**src/rtl/ubd_consts.svh**
```systemverilog
// register offsets, field positions and reset values of the serial port
`ifndef UBD_CONSTS_SVH
`define UBD_CONSTS_SVH
// register indices; byte address is four times the index
`define UBD_IDX_CTL 8'h9D
`define UBD_IDX_DIV_HI 8'h95
`define UBD_IDX_DIV_LO 8'h9E
`define UBD_IDX_DATA 8'h9F
`define UBD_IDX_IRQ_STAT 8'hA0
`define UBD_IDX_IRQ_MASK 8'hA1
// control register fields
`define UBD_CTL_FMT 7
`define UBD_CTL_MP 5
`define UBD_CTL_REN 4
`define UBD_CTL_TB8 3
`define UBD_CTL_RB8 2
`define UBD_CTL_TI 1
`define UBD_CTL_RI 0
// interrupt status and mask fields
`define UBD_IRQ_RX 0
`define UBD_IRQ_TX 1
// reset values
`define UBD_RST_BYTE 8'h00
// frame lengths in bit times
`define UBD_LEN_SHORT 4'hA
`define UBD_LEN_LONG 4'hB
// axi responses
`define UBD_RESP_OKAY 2'h0
`define UBD_RESP_SLVERR 2'h2
`endif

```
**src/rtl/ubd_pkg.sv**
```systemverilog
// types shared by the serial port modules
package ubd_pkg;
	typedef enum logic [1:0] {
		RX_IDLE,
		RX_START,
		RX_DATA,
		RX_STOP
	} ubd_rx_state_t;
endpackage : ubd_pkg

```
**src/rtl/ubd_top.sv**
```systemverilog
// serial port with baud divisor, data buffer and axi4-lite registers
//
// Design decision made here: the AXI4-Lite register port.
`timescale 1ns/1ps
`include "ubd_consts.svh"
module ubd_top import ubd_pkg::*; #(
	parameter int ADDR_W = 12 // byte address width
) (
	input wire logic aclk,
	input wire logic aresetn,
	// axi4-lite write address
	input wire logic [ADDR_W-1:0] awaddr,
	input wire logic [2:0] awprot,
	input wire logic awvalid,
	output logic awready,
	// axi4-lite write data
	input wire logic [31:0] wdata,
	input wire logic [3:0] wstrb,
	input wire logic wvalid,
	output logic wready,
	// axi4-lite write response
	output logic [1:0] bresp,
	output logic bvalid,
	input wire logic bready,
	// axi4-lite read address
	input wire logic [ADDR_W-1:0] araddr,
	input wire logic [2:0] arprot,
	input wire logic arvalid,
	output logic arready,
	// axi4-lite read data
	output logic [31:0] rdata,
	output logic [1:0] rresp,
	output logic rvalid,
	input wire logic rready,
	// serial line
	input wire logic rxd,
	output logic txd,
	// level interrupt
	output logic irq
);
	// ----------------------------------------
	// write channel capture
	// ----------------------------------------
	logic aw_held_r; // address taken, waiting for data
	logic [ADDR_W-1:0] aw_addr_r;
	logic w_held_r; // data taken, waiting for address
	logic [7:0] w_byte_r; // only the low lane is implemented
	logic w_lane_r; // low byte lane enabled
	logic bvalid_r;
	logic [1:0] bresp_r;
	logic wr_fire; // both halves present, response free
	logic [7:0] wr_idx;
	logic wr_hit; // word index inside the map
	logic wr_ctl;
	logic wr_div_hi;
	logic wr_div_lo;
	logic wr_data;
	logic wr_stat;
	logic wr_mask;

	// accept each half once; hold it until the pair is complete
	assign awready = !aw_held_r;
	assign wready = !w_held_r;
	assign wr_fire = aw_held_r && w_held_r && !bvalid_r;
	assign wr_idx = aw_addr_r[9:2];
	assign wr_hit = (aw_addr_r[ADDR_W-1:10] == '0);
	// writes with the low lane off are acknowledged but change nothing
	assign wr_ctl = wr_fire && wr_hit && w_lane_r && wr_idx == `UBD_IDX_CTL;
	assign wr_div_hi = wr_fire && wr_hit && w_lane_r && wr_idx == `UBD_IDX_DIV_HI;
	assign wr_div_lo = wr_fire && wr_hit && w_lane_r && wr_idx == `UBD_IDX_DIV_LO;
	assign wr_data = wr_fire && wr_hit && w_lane_r && wr_idx == `UBD_IDX_DATA;
	assign wr_stat = wr_fire && wr_hit && w_lane_r && wr_idx == `UBD_IDX_IRQ_STAT;
	assign wr_mask = wr_fire && wr_hit && w_lane_r && wr_idx == `UBD_IDX_IRQ_MASK;
	assign bvalid = bvalid_r;
	assign bresp = bresp_r;

	// write address holding register
	always_ff @(posedge aclk) begin
		if (!aresetn) begin
			aw_held_r <= 1'b0;
			aw_addr_r <= '0;
		end else if (awvalid && awready) begin
			aw_held_r <= 1'b1;
			aw_addr_r <= awaddr;
		end else if (wr_fire) begin
			aw_held_r <= 1'b0;
		end
	end

	// write data holding register
	always_ff @(posedge aclk) begin
		if (!aresetn) begin
			w_held_r <= 1'b0;
			w_byte_r <= `UBD_RST_BYTE;
			w_lane_r <= 1'b0;
		end else if (wvalid && wready) begin
			w_held_r <= 1'b1;
			w_byte_r <= wdata[7:0];
			w_lane_r <= wstrb[0];
		end else if (wr_fire) begin
			w_held_r <= 1'b0;
		end
	end

	// write response; unmapped words answer slverr
	always_ff @(posedge aclk) begin
		if (!aresetn) begin
			bvalid_r <= 1'b0;
			bresp_r <= `UBD_RESP_OKAY;
		end else if (wr_fire) begin
			bvalid_r <= 1'b1;
			bresp_r <= (wr_hit && (wr_idx == `UBD_IDX_CTL || wr_idx == `UBD_IDX_DIV_HI ||
				wr_idx == `UBD_IDX_DIV_LO || wr_idx == `UBD_IDX_DATA ||
				wr_idx == `UBD_IDX_IRQ_STAT || wr_idx == `UBD_IDX_IRQ_MASK)) ?
				`UBD_RESP_OKAY : `UBD_RESP_SLVERR;
		end else if (bready) begin
			bvalid_r <= 1'b0;
		end
	end

	// ----------------------------------------
	// configuration registers
	// ----------------------------------------
	logic fmt_r; // frame_format_select: 1 selects the long frame
	logic mp_r; // multiproc_filter
	logic ren_r; // receive enable
	logic tb8_r; // tx_ninth_bit
	logic [7:0] div_hi_r; // divisor_high_byte
	logic [7:0] div_lo_r; // divisor_low_byte
	logic [15:0] divisor;

	// changing the divisor mid frame stretches or shortens the bit in flight
	assign divisor = {div_hi_r, div_lo_r};

	// control bits owned by software alone
	always_ff @(posedge aclk) begin
		if (!aresetn) begin
			fmt_r <= 1'b0;
			mp_r <= 1'b0;
			ren_r <= 1'b0;
			tb8_r <= 1'b0;
		end else if (wr_ctl) begin
			fmt_r <= w_byte_r[`UBD_CTL_FMT];
			mp_r <= w_byte_r[`UBD_CTL_MP];
			ren_r <= w_byte_r[`UBD_CTL_REN];
			tb8_r <= w_byte_r[`UBD_CTL_TB8];
		end
	end

	// baud divisor bytes
	always_ff @(posedge aclk) begin
		if (!aresetn) begin
			div_hi_r <= `UBD_RST_BYTE;
			div_lo_r <= `UBD_RST_BYTE;
		end else begin
			if (wr_div_hi) begin
				div_hi_r <= w_byte_r;
			end
			if (wr_div_lo) begin
				div_lo_r <= w_byte_r;
			end
		end
	end

	// ----------------------------------------
	// transmitter and receiver
	// ----------------------------------------
	logic tx_done; // one-cycle pulse after the stop bit
	logic [7:0] rx_byte;
	logic rx_ninth;
	logic rx_done; // one-cycle pulse after a good stop bit
	logic rx_accept; // frame passes the address filter

	// the transmit shifter takes the byte straight from the bus
	ubd_tx ubd_tx_inst (
		.aclk(aclk),
		.aresetn(aresetn),
		.divisor(divisor),
		.long_frame(fmt_r),
		.start(wr_data),
		.data(w_byte_r),
		.ninth(tb8_r),
		.txd(txd),
		.done(tx_done)
	);

	ubd_rx ubd_rx_inst (
		.aclk(aclk),
		.aresetn(aresetn),
		.divisor(divisor),
		.long_frame(fmt_r),
		.enable(ren_r),
		.rxd(rxd),
		.data(rx_byte),
		.ninth(rx_ninth),
		.done(rx_done)
	);

	// filter only acts in the long frame
	assign rx_accept = rx_done && !(fmt_r && mp_r && !rx_ninth);

	// ----------------------------------------
	// flags and receive latch
	// ----------------------------------------
	logic ti_r; // tx_done_flag
	logic ri_r; // rx_done_flag
	logic rb8_r; // rx_ninth_bit
	logic [7:0] rx_latch_r; // separate from the transmit byte

	// hardware set wins over a same-cycle software write
	always_ff @(posedge aclk) begin
		if (!aresetn) begin
			ti_r <= 1'b0;
			ri_r <= 1'b0;
		end else begin
			if (tx_done) begin
				ti_r <= 1'b1;
			end else if (wr_ctl) begin
				ti_r <= w_byte_r[`UBD_CTL_TI];
			end
			if (rx_accept) begin
				ri_r <= 1'b1;
			end else if (wr_ctl) begin
				ri_r <= w_byte_r[`UBD_CTL_RI];
			end
		end
	end

	// ninth bit is caught even when the filter drops the frame
	always_ff @(posedge aclk) begin
		if (!aresetn) begin
			rb8_r <= 1'b0;
		end else if (rx_done && fmt_r) begin
			rb8_r <= rx_ninth;
		end else if (wr_ctl) begin
			rb8_r <= w_byte_r[`UBD_CTL_RB8];
		end
	end

	// a filtered frame leaves the previous byte readable
	always_ff @(posedge aclk) begin
		if (!aresetn) begin
			rx_latch_r <= `UBD_RST_BYTE;
		end else if (rx_accept) begin
			rx_latch_r <= rx_byte;
		end
	end

	// ----------------------------------------
	// interrupt status and mask
	// ----------------------------------------
	logic [1:0] irq_stat_r; // sticky events, write one to clear
	logic [1:0] irq_mask_r; // one enables the event onto irq
	logic [1:0] irq_set;

	assign irq_set[`UBD_IRQ_RX] = rx_accept;
	assign irq_set[`UBD_IRQ_TX] = tx_done;
	assign irq = |(irq_stat_r & irq_mask_r);

	// set beats clear when both land together
	always_ff @(posedge aclk) begin
		if (!aresetn) begin
			irq_stat_r <= 2'h0;
		end else begin
			irq_stat_r <= (irq_stat_r & ~(wr_stat ? w_byte_r[1:0] : 2'h0)) | irq_set;
		end
	end

	always_ff @(posedge aclk) begin
		if (!aresetn) begin
			irq_mask_r <= 2'h0;
		end else if (wr_mask) begin
			irq_mask_r <= w_byte_r[1:0];
		end
	end

	// ----------------------------------------
	// read channel
	// ----------------------------------------
	logic rvalid_r;
	logic [31:0] rdata_r;
	logic [1:0] rresp_r;
	logic [7:0] rd_idx;
	logic rd_hit;
	logic [7:0] ctl_view;

	assign arready = !rvalid_r;
	assign rvalid = rvalid_r;
	assign rdata = rdata_r;
	assign rresp = rresp_r;
	assign rd_idx = araddr[9:2];
	assign rd_hit = (araddr[ADDR_W-1:10] == '0);
	// reserved bit 6 reads zero
	assign ctl_view = {fmt_r, 1'b0, mp_r, ren_r, tb8_r, rb8_r, ti_r, ri_r};

	// answer one cycle after the address is taken
	always_ff @(posedge aclk) begin
		if (!aresetn) begin
			rvalid_r <= 1'b0;
			rdata_r <= 32'h0000_0000;
			rresp_r <= `UBD_RESP_OKAY;
		end else if (arvalid && arready) begin
			rvalid_r <= 1'b1;
			rresp_r <= `UBD_RESP_OKAY;
			rdata_r <= 32'h0000_0000;
			if (!rd_hit) begin
				rresp_r <= `UBD_RESP_SLVERR;
			end else begin
				unique case (rd_idx)
					`UBD_IDX_CTL: rdata_r[7:0] <= ctl_view;
					`UBD_IDX_DIV_HI: rdata_r[7:0] <= div_hi_r;
					`UBD_IDX_DIV_LO: rdata_r[7:0] <= div_lo_r;
					`UBD_IDX_DATA: rdata_r[7:0] <= rx_latch_r;
					`UBD_IDX_IRQ_STAT: rdata_r[1:0] <= irq_stat_r;
					`UBD_IDX_IRQ_MASK: rdata_r[1:0] <= irq_mask_r;
					default: rresp_r <= `UBD_RESP_SLVERR;
				endcase
			end
		end else if (rready) begin
			rvalid_r <= 1'b0;
		end
	end
endmodule : ubd_top

```
**src/rtl/ubd_tx.sv**
```systemverilog
// serial transmitter: one frame per start pulse
`timescale 1ns/1ps
`include "ubd_consts.svh"
module ubd_tx import ubd_pkg::*; (
	input wire logic aclk,
	input wire logic aresetn,
	input wire logic [15:0] divisor,
	input wire logic long_frame,
	input wire logic start,
	input wire logic [7:0] data,
	input wire logic ninth,
	output logic txd,
	output logic done
);
	// ----------------------------------------
	// bit timing and shifting
	// ----------------------------------------
	logic [10:0] shift_r; // rest of frame, lsb next
	logic [15:0] cnt_r; // clocks within bit
	logic [3:0] idx_r; // bit index in frame
	logic busy_r;
	logic txd_r;
	logic done_r;
	logic tick;
	logic [3:0] last_idx;
	assign tick = busy_r && (cnt_r == divisor - 16'h0001);
	assign last_idx = (long_frame ? `UBD_LEN_LONG : `UBD_LEN_SHORT) - 4'h1;
	assign txd = txd_r;
	assign done = done_r;
	// a new write restarts the frame at once, even mid-frame
	always_ff @(posedge aclk) begin
		done_r <= 1'b0;
		if (!aresetn) begin
			shift_r <= 11'h7FF;
			cnt_r <= 16'h0000;
			idx_r <= 4'h0;
			busy_r <= 1'b0;
			txd_r <= 1'b1;
		end else if (start) begin
			// short frame: the 1 in the ninth slot goes out as the stop bit, the last slot is never sent
			shift_r <= {1'b1, (long_frame ? ninth : 1'b1), data, 1'b0};
			cnt_r <= 16'h0000;
			idx_r <= 4'h0;
			busy_r <= 1'b1;
			txd_r <= 1'b0;
		end else if (tick) begin
			cnt_r <= 16'h0000;
			if (idx_r == last_idx) begin
				busy_r <= 1'b0;
				txd_r <= 1'b1;
				done_r <= 1'b1;
			end else begin
				idx_r <= idx_r + 4'h1;
				shift_r <= {1'b1, shift_r[10:1]};
				txd_r <= shift_r[1];
			end
		end else if (busy_r) begin
			cnt_r <= cnt_r + 16'h0001;
		end
	end
endmodule : ubd_tx

```
**src/rtl/ubd_rx.sv**
```systemverilog
// serial receiver: samples mid bit, reports frames with a good stop bit
`timescale 1ns/1ps
`include "ubd_consts.svh"
module ubd_rx import ubd_pkg::*; (
	input wire logic aclk,
	input wire logic aresetn,
	input wire logic [15:0] divisor,
	input wire logic long_frame,
	input wire logic enable,
	input wire logic rxd,
	output logic [7:0] data,
	output logic ninth,
	output logic done
);
	// ----------------------------------------
	// receive state machine
	// ----------------------------------------
	ubd_rx_state_t state_r;
	logic rxd_prev_r; // for falling edge of start bit
	logic [15:0] cnt_r;
	logic [3:0] idx_r;
	logic [8:0] shift_r; // lsb first, newest at top
	logic [7:0] data_r;
	logic ninth_r;
	logic done_r;
	logic bit_end;
	assign bit_end = (cnt_r == divisor - 16'h0001);
	assign data = data_r;
	assign ninth = ninth_r;
	assign done = done_r;
	always_ff @(posedge aclk) begin
		if (!aresetn) begin
			rxd_prev_r <= 1'b1;
		end else begin
			rxd_prev_r <= rxd;
		end
	end
	// divisor above 16 keeps the half-bit point well inside the bit
	always_ff @(posedge aclk) begin
		done_r <= 1'b0;
		if (!aresetn) begin
			state_r <= RX_IDLE;
			cnt_r <= 16'h0000;
			idx_r <= 4'h0;
			shift_r <= 9'h000;
			data_r <= `UBD_RST_BYTE;
			ninth_r <= 1'b0;
		end else if (!enable) begin
			state_r <= RX_IDLE;
		end else begin
			cnt_r <= cnt_r + 16'h0001;
			unique case (state_r)
				RX_IDLE: begin
					cnt_r <= 16'h0000;
					if (rxd_prev_r && !rxd) begin
						state_r <= RX_START;
					end
				end
				RX_START: begin
					// glitch rejection: line must still be low mid bit
					if (cnt_r == {1'b0, divisor[15:1]}) begin
						cnt_r <= 16'h0000;
						idx_r <= 4'h0;
						state_r <= rxd ? RX_IDLE : RX_DATA;
					end
				end
				RX_DATA: begin
					if (bit_end) begin
						cnt_r <= 16'h0000;
						shift_r <= {rxd, shift_r[8:1]};
						idx_r <= idx_r + 4'h1;
						if (idx_r == (long_frame ? 4'h8 : 4'h7)) begin
							state_r <= RX_STOP;
						end
					end
				end
				RX_STOP: begin
					if (bit_end) begin
						state_r <= RX_IDLE;
						if (rxd) begin
							data_r <= long_frame ? shift_r[7:0] : shift_r[8:1];
							ninth_r <= shift_r[8];
							done_r <= 1'b1;
						end
					end
				end
			endcase
		end
	end
endmodule : ubd_rx

```
**config.mk**
```make
export PLATFORM = sky130hd
export DESIGN_NAME = ubd_top
export DESIGN_NICKNAME = d
export VERILOG_FILES = /design/src/rtl/ubd_pkg.sv /design/src/rtl/ubd_top.sv /design/src/rtl/ubd_tx.sv /design/src/rtl/ubd_rx.sv
export VERILOG_INCLUDE_DIRS = /design/src /design/src/rtl
export SDC_FILE = /design/constraint.sdc
export NUM_CORES = 1
export LEC_CHECK = 0
export BUFFER_PORTS_ARGS = -buffer_cell sky130_fd_sc_hd__buf_2
export CORE_ASPECT_RATIO = 1.75
export CORE_MARGIN = 4
export CORE_UTILIZATION = 50
export DETAILED_ROUTE_END_ITERATION = 8
export PLACE_DENSITY_LB_ADDON = 0.05
export RECOVER_POWER = 25
export SLEW_MARGIN = 0
export SYNTH_ARGS = -nofsm -noshare
export SYNTH_HDL_FRONTEND = slang
export SYNTH_SLANG_ARGS = --single-unit
```
**constraint.sdc**
```tcl
create_clock -name aclk -period 3.89 [get_ports aclk]
set_clock_uncertainty 0.05 [all_clocks]
set_input_delay 0.9725 -clock aclk [delete_from_list [all_inputs] [get_ports aclk]]
set_output_delay 0.9725 -clock aclk [all_outputs]
set_load 0.02 [all_outputs]
```
==> implementation parameters <==
Parameter                              Value

Layout
  Post-layout net count    1043
  Final non-filler cell total    1155
  Final cell area excluding filler cells    8570 um^2
  Diode insertion count for antenna repair    0
  Filler cell count in the final layout    1427
  Multi-input gate area    4390 um^2
  Flip-flop and latch area    2840 um^2
  Area growth from synthesis to final layout    11.3%
  Ratio of cells with drive above 1 in the final layout    11.3%

Logic synthesis
  Simple logic cell fraction of the synthesized area    23.5%
  Share of flip-flops with an asynchronous set or reset    0%
  Library cell occupying the most area in the post-synthesis netlist    sky130_fd_sc_hd__dfxtp_1
  Sequential area share after synthesis    36.9%
  Adder-cell share of the synthesized area    1.46%
  Synth Flop Type    sky130_fd_sc_hd__dfxtp_1
  Register bit count reported by yosys    142
  Dominant combinational cell family by area after synthesis    simple AND/OR/NAND/NOR gates
  Compound-cell area share of the yosys netlist    12.4%
  Area share of xor/xnor cells in the synthesized design    9.53%
  Synth area leaders    sky130_fd_sc_hd__dfxtp_1 37%, sky130_fd_sc_hd__mux2i_1 8.6%, sky130_fd_sc_hd__nor2_1 6.0%
  Number of distinct library cells after synthesis    71
  Cell Area, Synth    7690 um^2
  Warning count from the yosys run    0
  Per-instance average area after synthesis    8.30 um^2
  Share of Yosys cell area claimed by the top area cell type    36.9%
  Multiplexer share of the synthesized area    8.88%
  Number of standard cells after synthesis    927
  Number of enable flip-flop cells after synthesis    0

STA
  Number of failing setup endpoints in the final timing report    0
  Peak Freq    0.296 GHz
  Final hold violation count    0
  Final worst path period share    86.8%
  Unrepaired setup endpoints after global routing    no
  Aggregate negative setup slack    0 ns
  Shortest clock period the worst path allows after layout    3.38 ns
  Transition at the pin with the smallest max-transition slack    1.08 ns
  Final-report max-slew violation count    0
  Relative slew margins    28.1%

Floorplanning
  Die area    17500 um^2
  Starting density of the core    51.3%
  Placement row count    59
  Die Span X    102 um
  Number of top-level design ports    117
  CORE AREA    15000 um^2
  Die Height    172 um

Place
  Post-DP HPWL    14.5 mm
  GP Congestion    0.909
  DP Cell Count    1124
  Area of placed instances    7970 um^2
  Count of buffers from port buffering    53

Drt
  DRC violation count after routing    0
  First-pass iteration count of the detailed router    5
  Number of DRC markers in iteration 0    508
  Routed vias/inst    5.70
  Routed vias    6581
  Routed wire length    19.7 mm
  Routed wire length per instance    17.0 um
  Number of nets still failing antenna checks after routing    0

Min path
  Worst hold path depth    2
  Hold Crit Start    aw_addr_r[11]
  Hold WC Path Type    register to register
  Destination of the worst hold path    aw_addr_r[11]

Global routing
  Met2 track demand over resource in global routing    41.9%
  Met1 usage    26.1%
  Antenna violations before repair    0
  Maximum number of pins on one net before global-route repair    48
  Leftover overflow at the end of global routing    0
  Global-route wire length before repair    32.2 mm
  Gr usage total    23.4%
  Met3 GRT Util    3.84%
  Vias in the first global route    6532
  Layer with the highest usage    met2

Run
  Max-cap violations    0

Clocking
  Clock latency on the worst-skew pair    0.42 ns
  Clk sink count    142
  Number of instances resized during post-cts repair    0
  Clock tree from TritonCTS    built
  Cts bufs inserted    17
  Deepest clock path buffer count    2
  Postcts setup bufs    0
  Clock root buffer    sky130_fd_sc_hd__clkbuf_16
  CTS clk-pin slew, worst paths    0.06 ns
  H-tree levels    4
  Hold_buf cts    0

Setup path
  Slack of the worst reg-to-reg path    0.51 ns
  R2r worst-path depth    11
  Critical-path maximum fanout    14
  Reg2Reg Capture Point    ubd_rx_inst.cnt_r[9]
  Sort of element at the end of the critical path    register
  Worst R2R Start    div_lo_r[0]
  Nature of the critical path startpoint    register
  Worst Path Class, Setup    register to register
  CP arrival    3.62 ns
  Data required time at the worst endpoint    4.13 ns

Power
  Largest vdd supply drop    0.000246 V
  Power per Cell Area    390 nW/um^2
  Leakage power    3.70 nW

Run status
  Outcome    completed
-- worst max path at each step --
stage                     start                    end  cells past startpoint
floorplan           div_lo_r[1]  ubd_rx_inst.cnt_r[13]                     12
global placement    div_lo_r[0]  ubd_rx_inst.cnt_r[10]                     11
detailed placement  div_lo_r[0]   ubd_rx_inst.cnt_r[9]                     11
CTS                 div_lo_r[0]   ubd_rx_inst.cnt_r[9]                     11
global route        div_lo_r[1]   ubd_rx_inst.cnt_r[9]                     11
finish              div_lo_r[0]   ubd_rx_inst.cnt_r[9]                     11
-- critical path, stage by stage, from the launching register on --
cell and delay [ns]:
sky130_fd_sc_hd__dfxtp_1 0.31, sky130_fd_sc_hd__inv_1 0.05, sky130_fd_sc_hd__ha_1 0.26, sky130_fd_sc_hd__or4b_2 0.64
sky130_fd_sc_hd__nor4_1 0.26, sky130_fd_sc_hd__buf_4 0.18, sky130_fd_sc_hd__mux2i_1 0.22, sky130_fd_sc_hd__o2111ai_1 0.14
sky130_fd_sc_hd__or3_1 0.38, sky130_fd_sc_hd__o21ai_0 0.29, sky130_fd_sc_hd__a31o_2 0.40, sky130_fd_sc_hd__nor2_1 0.09
-- layout make-up --
type                       count  share of cell area [%]
multi-input combinational    702                    51.3
sequential                   142                    33.2
clock buffer                  18                    5.13
timing repair buffer          72                    4.54
tap                          183                    2.67
clock inverter                13                    2.10
inverter                      25                    1.10
-- layer usage --
layer,vias up,part of all wire (%)
met4,0,4.5
li1,3238,-
met2,179,53
met1,3104,39
met5,-,0
met3,60,3.8
-- registers in the layout, summed over array words and instances (netlist names), 2 cells and up, named ones only --
register             flops
rdata                    8
div_hi_r                 8
ubd_rx_inst.shift_r      9
ubd_rx_inst.cnt_r       16
irq_stat_r               2
ubd_tx_inst.cnt_r       16
irq_mask_r               2
aw_addr_r               10
w_byte_r                 8
ubd_tx_inst.shift_r      9
div_lo_r                 8
ubd_rx_inst.data         8
ubd_tx_inst.idx_r        4
rx_latch_r               8
ubd_rx_inst.idx_r        4
-- report_power, final --
group | switching (mW) | internal (mW) | total, mW
Combinational | 0.0952 | 0.0394 | 0.135
Clock | 0.679 | 1.04 | 1.72
Sequential | 0.0190 | 1.47 | 1.49
-- synth_stat cells, drive strengths merged (3+ instances only) --
library cell,n
mux2i,66
buf,48
xor2,49
inv,25
nor2b,5
o211ai,6
nand4b,3
nand2,100
or4,3
a31oi,12
nor4,11
nand3,26
xnor2,27
o211a,3
and4,4
xnor3,3
a211oi,18
or2,3
nand2b,9
or3,9
ha,9
and3,14
nand3b,7
nor2,123
nand4,16
dfxtp,142
a21oi,50
clkbuf,35
o21ai,26
and2,3
o22ai,10
nor3,22
nor3b,3
a22oi,5
-- cells in the final DEF (no fill, tap or decap), types with 3 or more instances in the layout --
master                      synthesis  layout
sky130_fd_sc_hd__ha_1               9       9
sky130_fd_sc_hd__a21oi_1           50      50
sky130_fd_sc_hd__a22oi_1            5       5
sky130_fd_sc_hd__xor2_1            49      49
sky130_fd_sc_hd__mux2i_1           66      66
sky130_fd_sc_hd__buf_4             28      17
sky130_fd_sc_hd__and2_1             3       3
sky130_fd_sc_hd__clkbuf_1          35      11
sky130_fd_sc_hd__nand4_1           15      15
sky130_fd_sc_hd__bufinv_16          0       3
sky130_fd_sc_hd__nand4b_1           3       3
sky130_fd_sc_hd__xnor3_1            3       3
sky130_fd_sc_hd__conb_1             1      26
sky130_fd_sc_hd__a211oi_1          18      18
sky130_fd_sc_hd__nor2_1           123     123
sky130_fd_sc_hd__or2_2              3       3
sky130_fd_sc_hd__o211ai_1           6       6
sky130_fd_sc_hd__xnor2_1           27      27
sky130_fd_sc_hd__inv_1             24      25
sky130_fd_sc_hd__inv_6              0       4
sky130_fd_sc_hd__or3_1              8       8
sky130_fd_sc_hd__nand2b_1           9       9
sky130_fd_sc_hd__nor4_1            10      10
sky130_fd_sc_hd__nand3b_1           7       7
sky130_fd_sc_hd__a31oi_1           12      12
sky130_fd_sc_hd__dfxtp_1          142     142
sky130_fd_sc_hd__buf_2             10      42
sky130_fd_sc_hd__nor3_1            21      21
sky130_fd_sc_hd__nor3b_1            3       3
sky130_fd_sc_hd__nand3_1           25      25
sky130_fd_sc_hd__clkbuf_16          0      17
sky130_fd_sc_hd__nand2_1          100     100
sky130_fd_sc_hd__o21ai_0           26      26
sky130_fd_sc_hd__o22ai_1           10      10
sky130_fd_sc_hd__and3_1            14      14
sky130_fd_sc_hd__o211a_1            3       3
sky130_fd_sc_hd__nor2b_1            5       5
-- cell families after synthesis --
family                   Yosys count
AND/OR/NAND/NOR                  369
AO/OA/AOI/OAI                    151
flip-flops                       142
buffers and inverters            108
XOR/XNOR                          79
multiplexers                      68
adder cells (fa/ha/maj)            9
other                              1
-- stage by stage --
step / hold WS [ns] / util, % / power [mW] / setup WS (ns)
after floorplan: 0.375 / - / 1.63 / 0.604
after global placement: 0.391 / 53.2 / 1.65 / 0.577
after detailed placement: 0.395 / 53.2 / 1.66 / 0.523
after CTS: 0.407 / 57.3 / 3.38 / 0.493
after global routing: 0.426 / 57.2 / 3.47 / 0.160
final: 0.405 / 57.2 / 3.34 / 0.513
No activity file was read; power rests on OpenSTA's default activity.
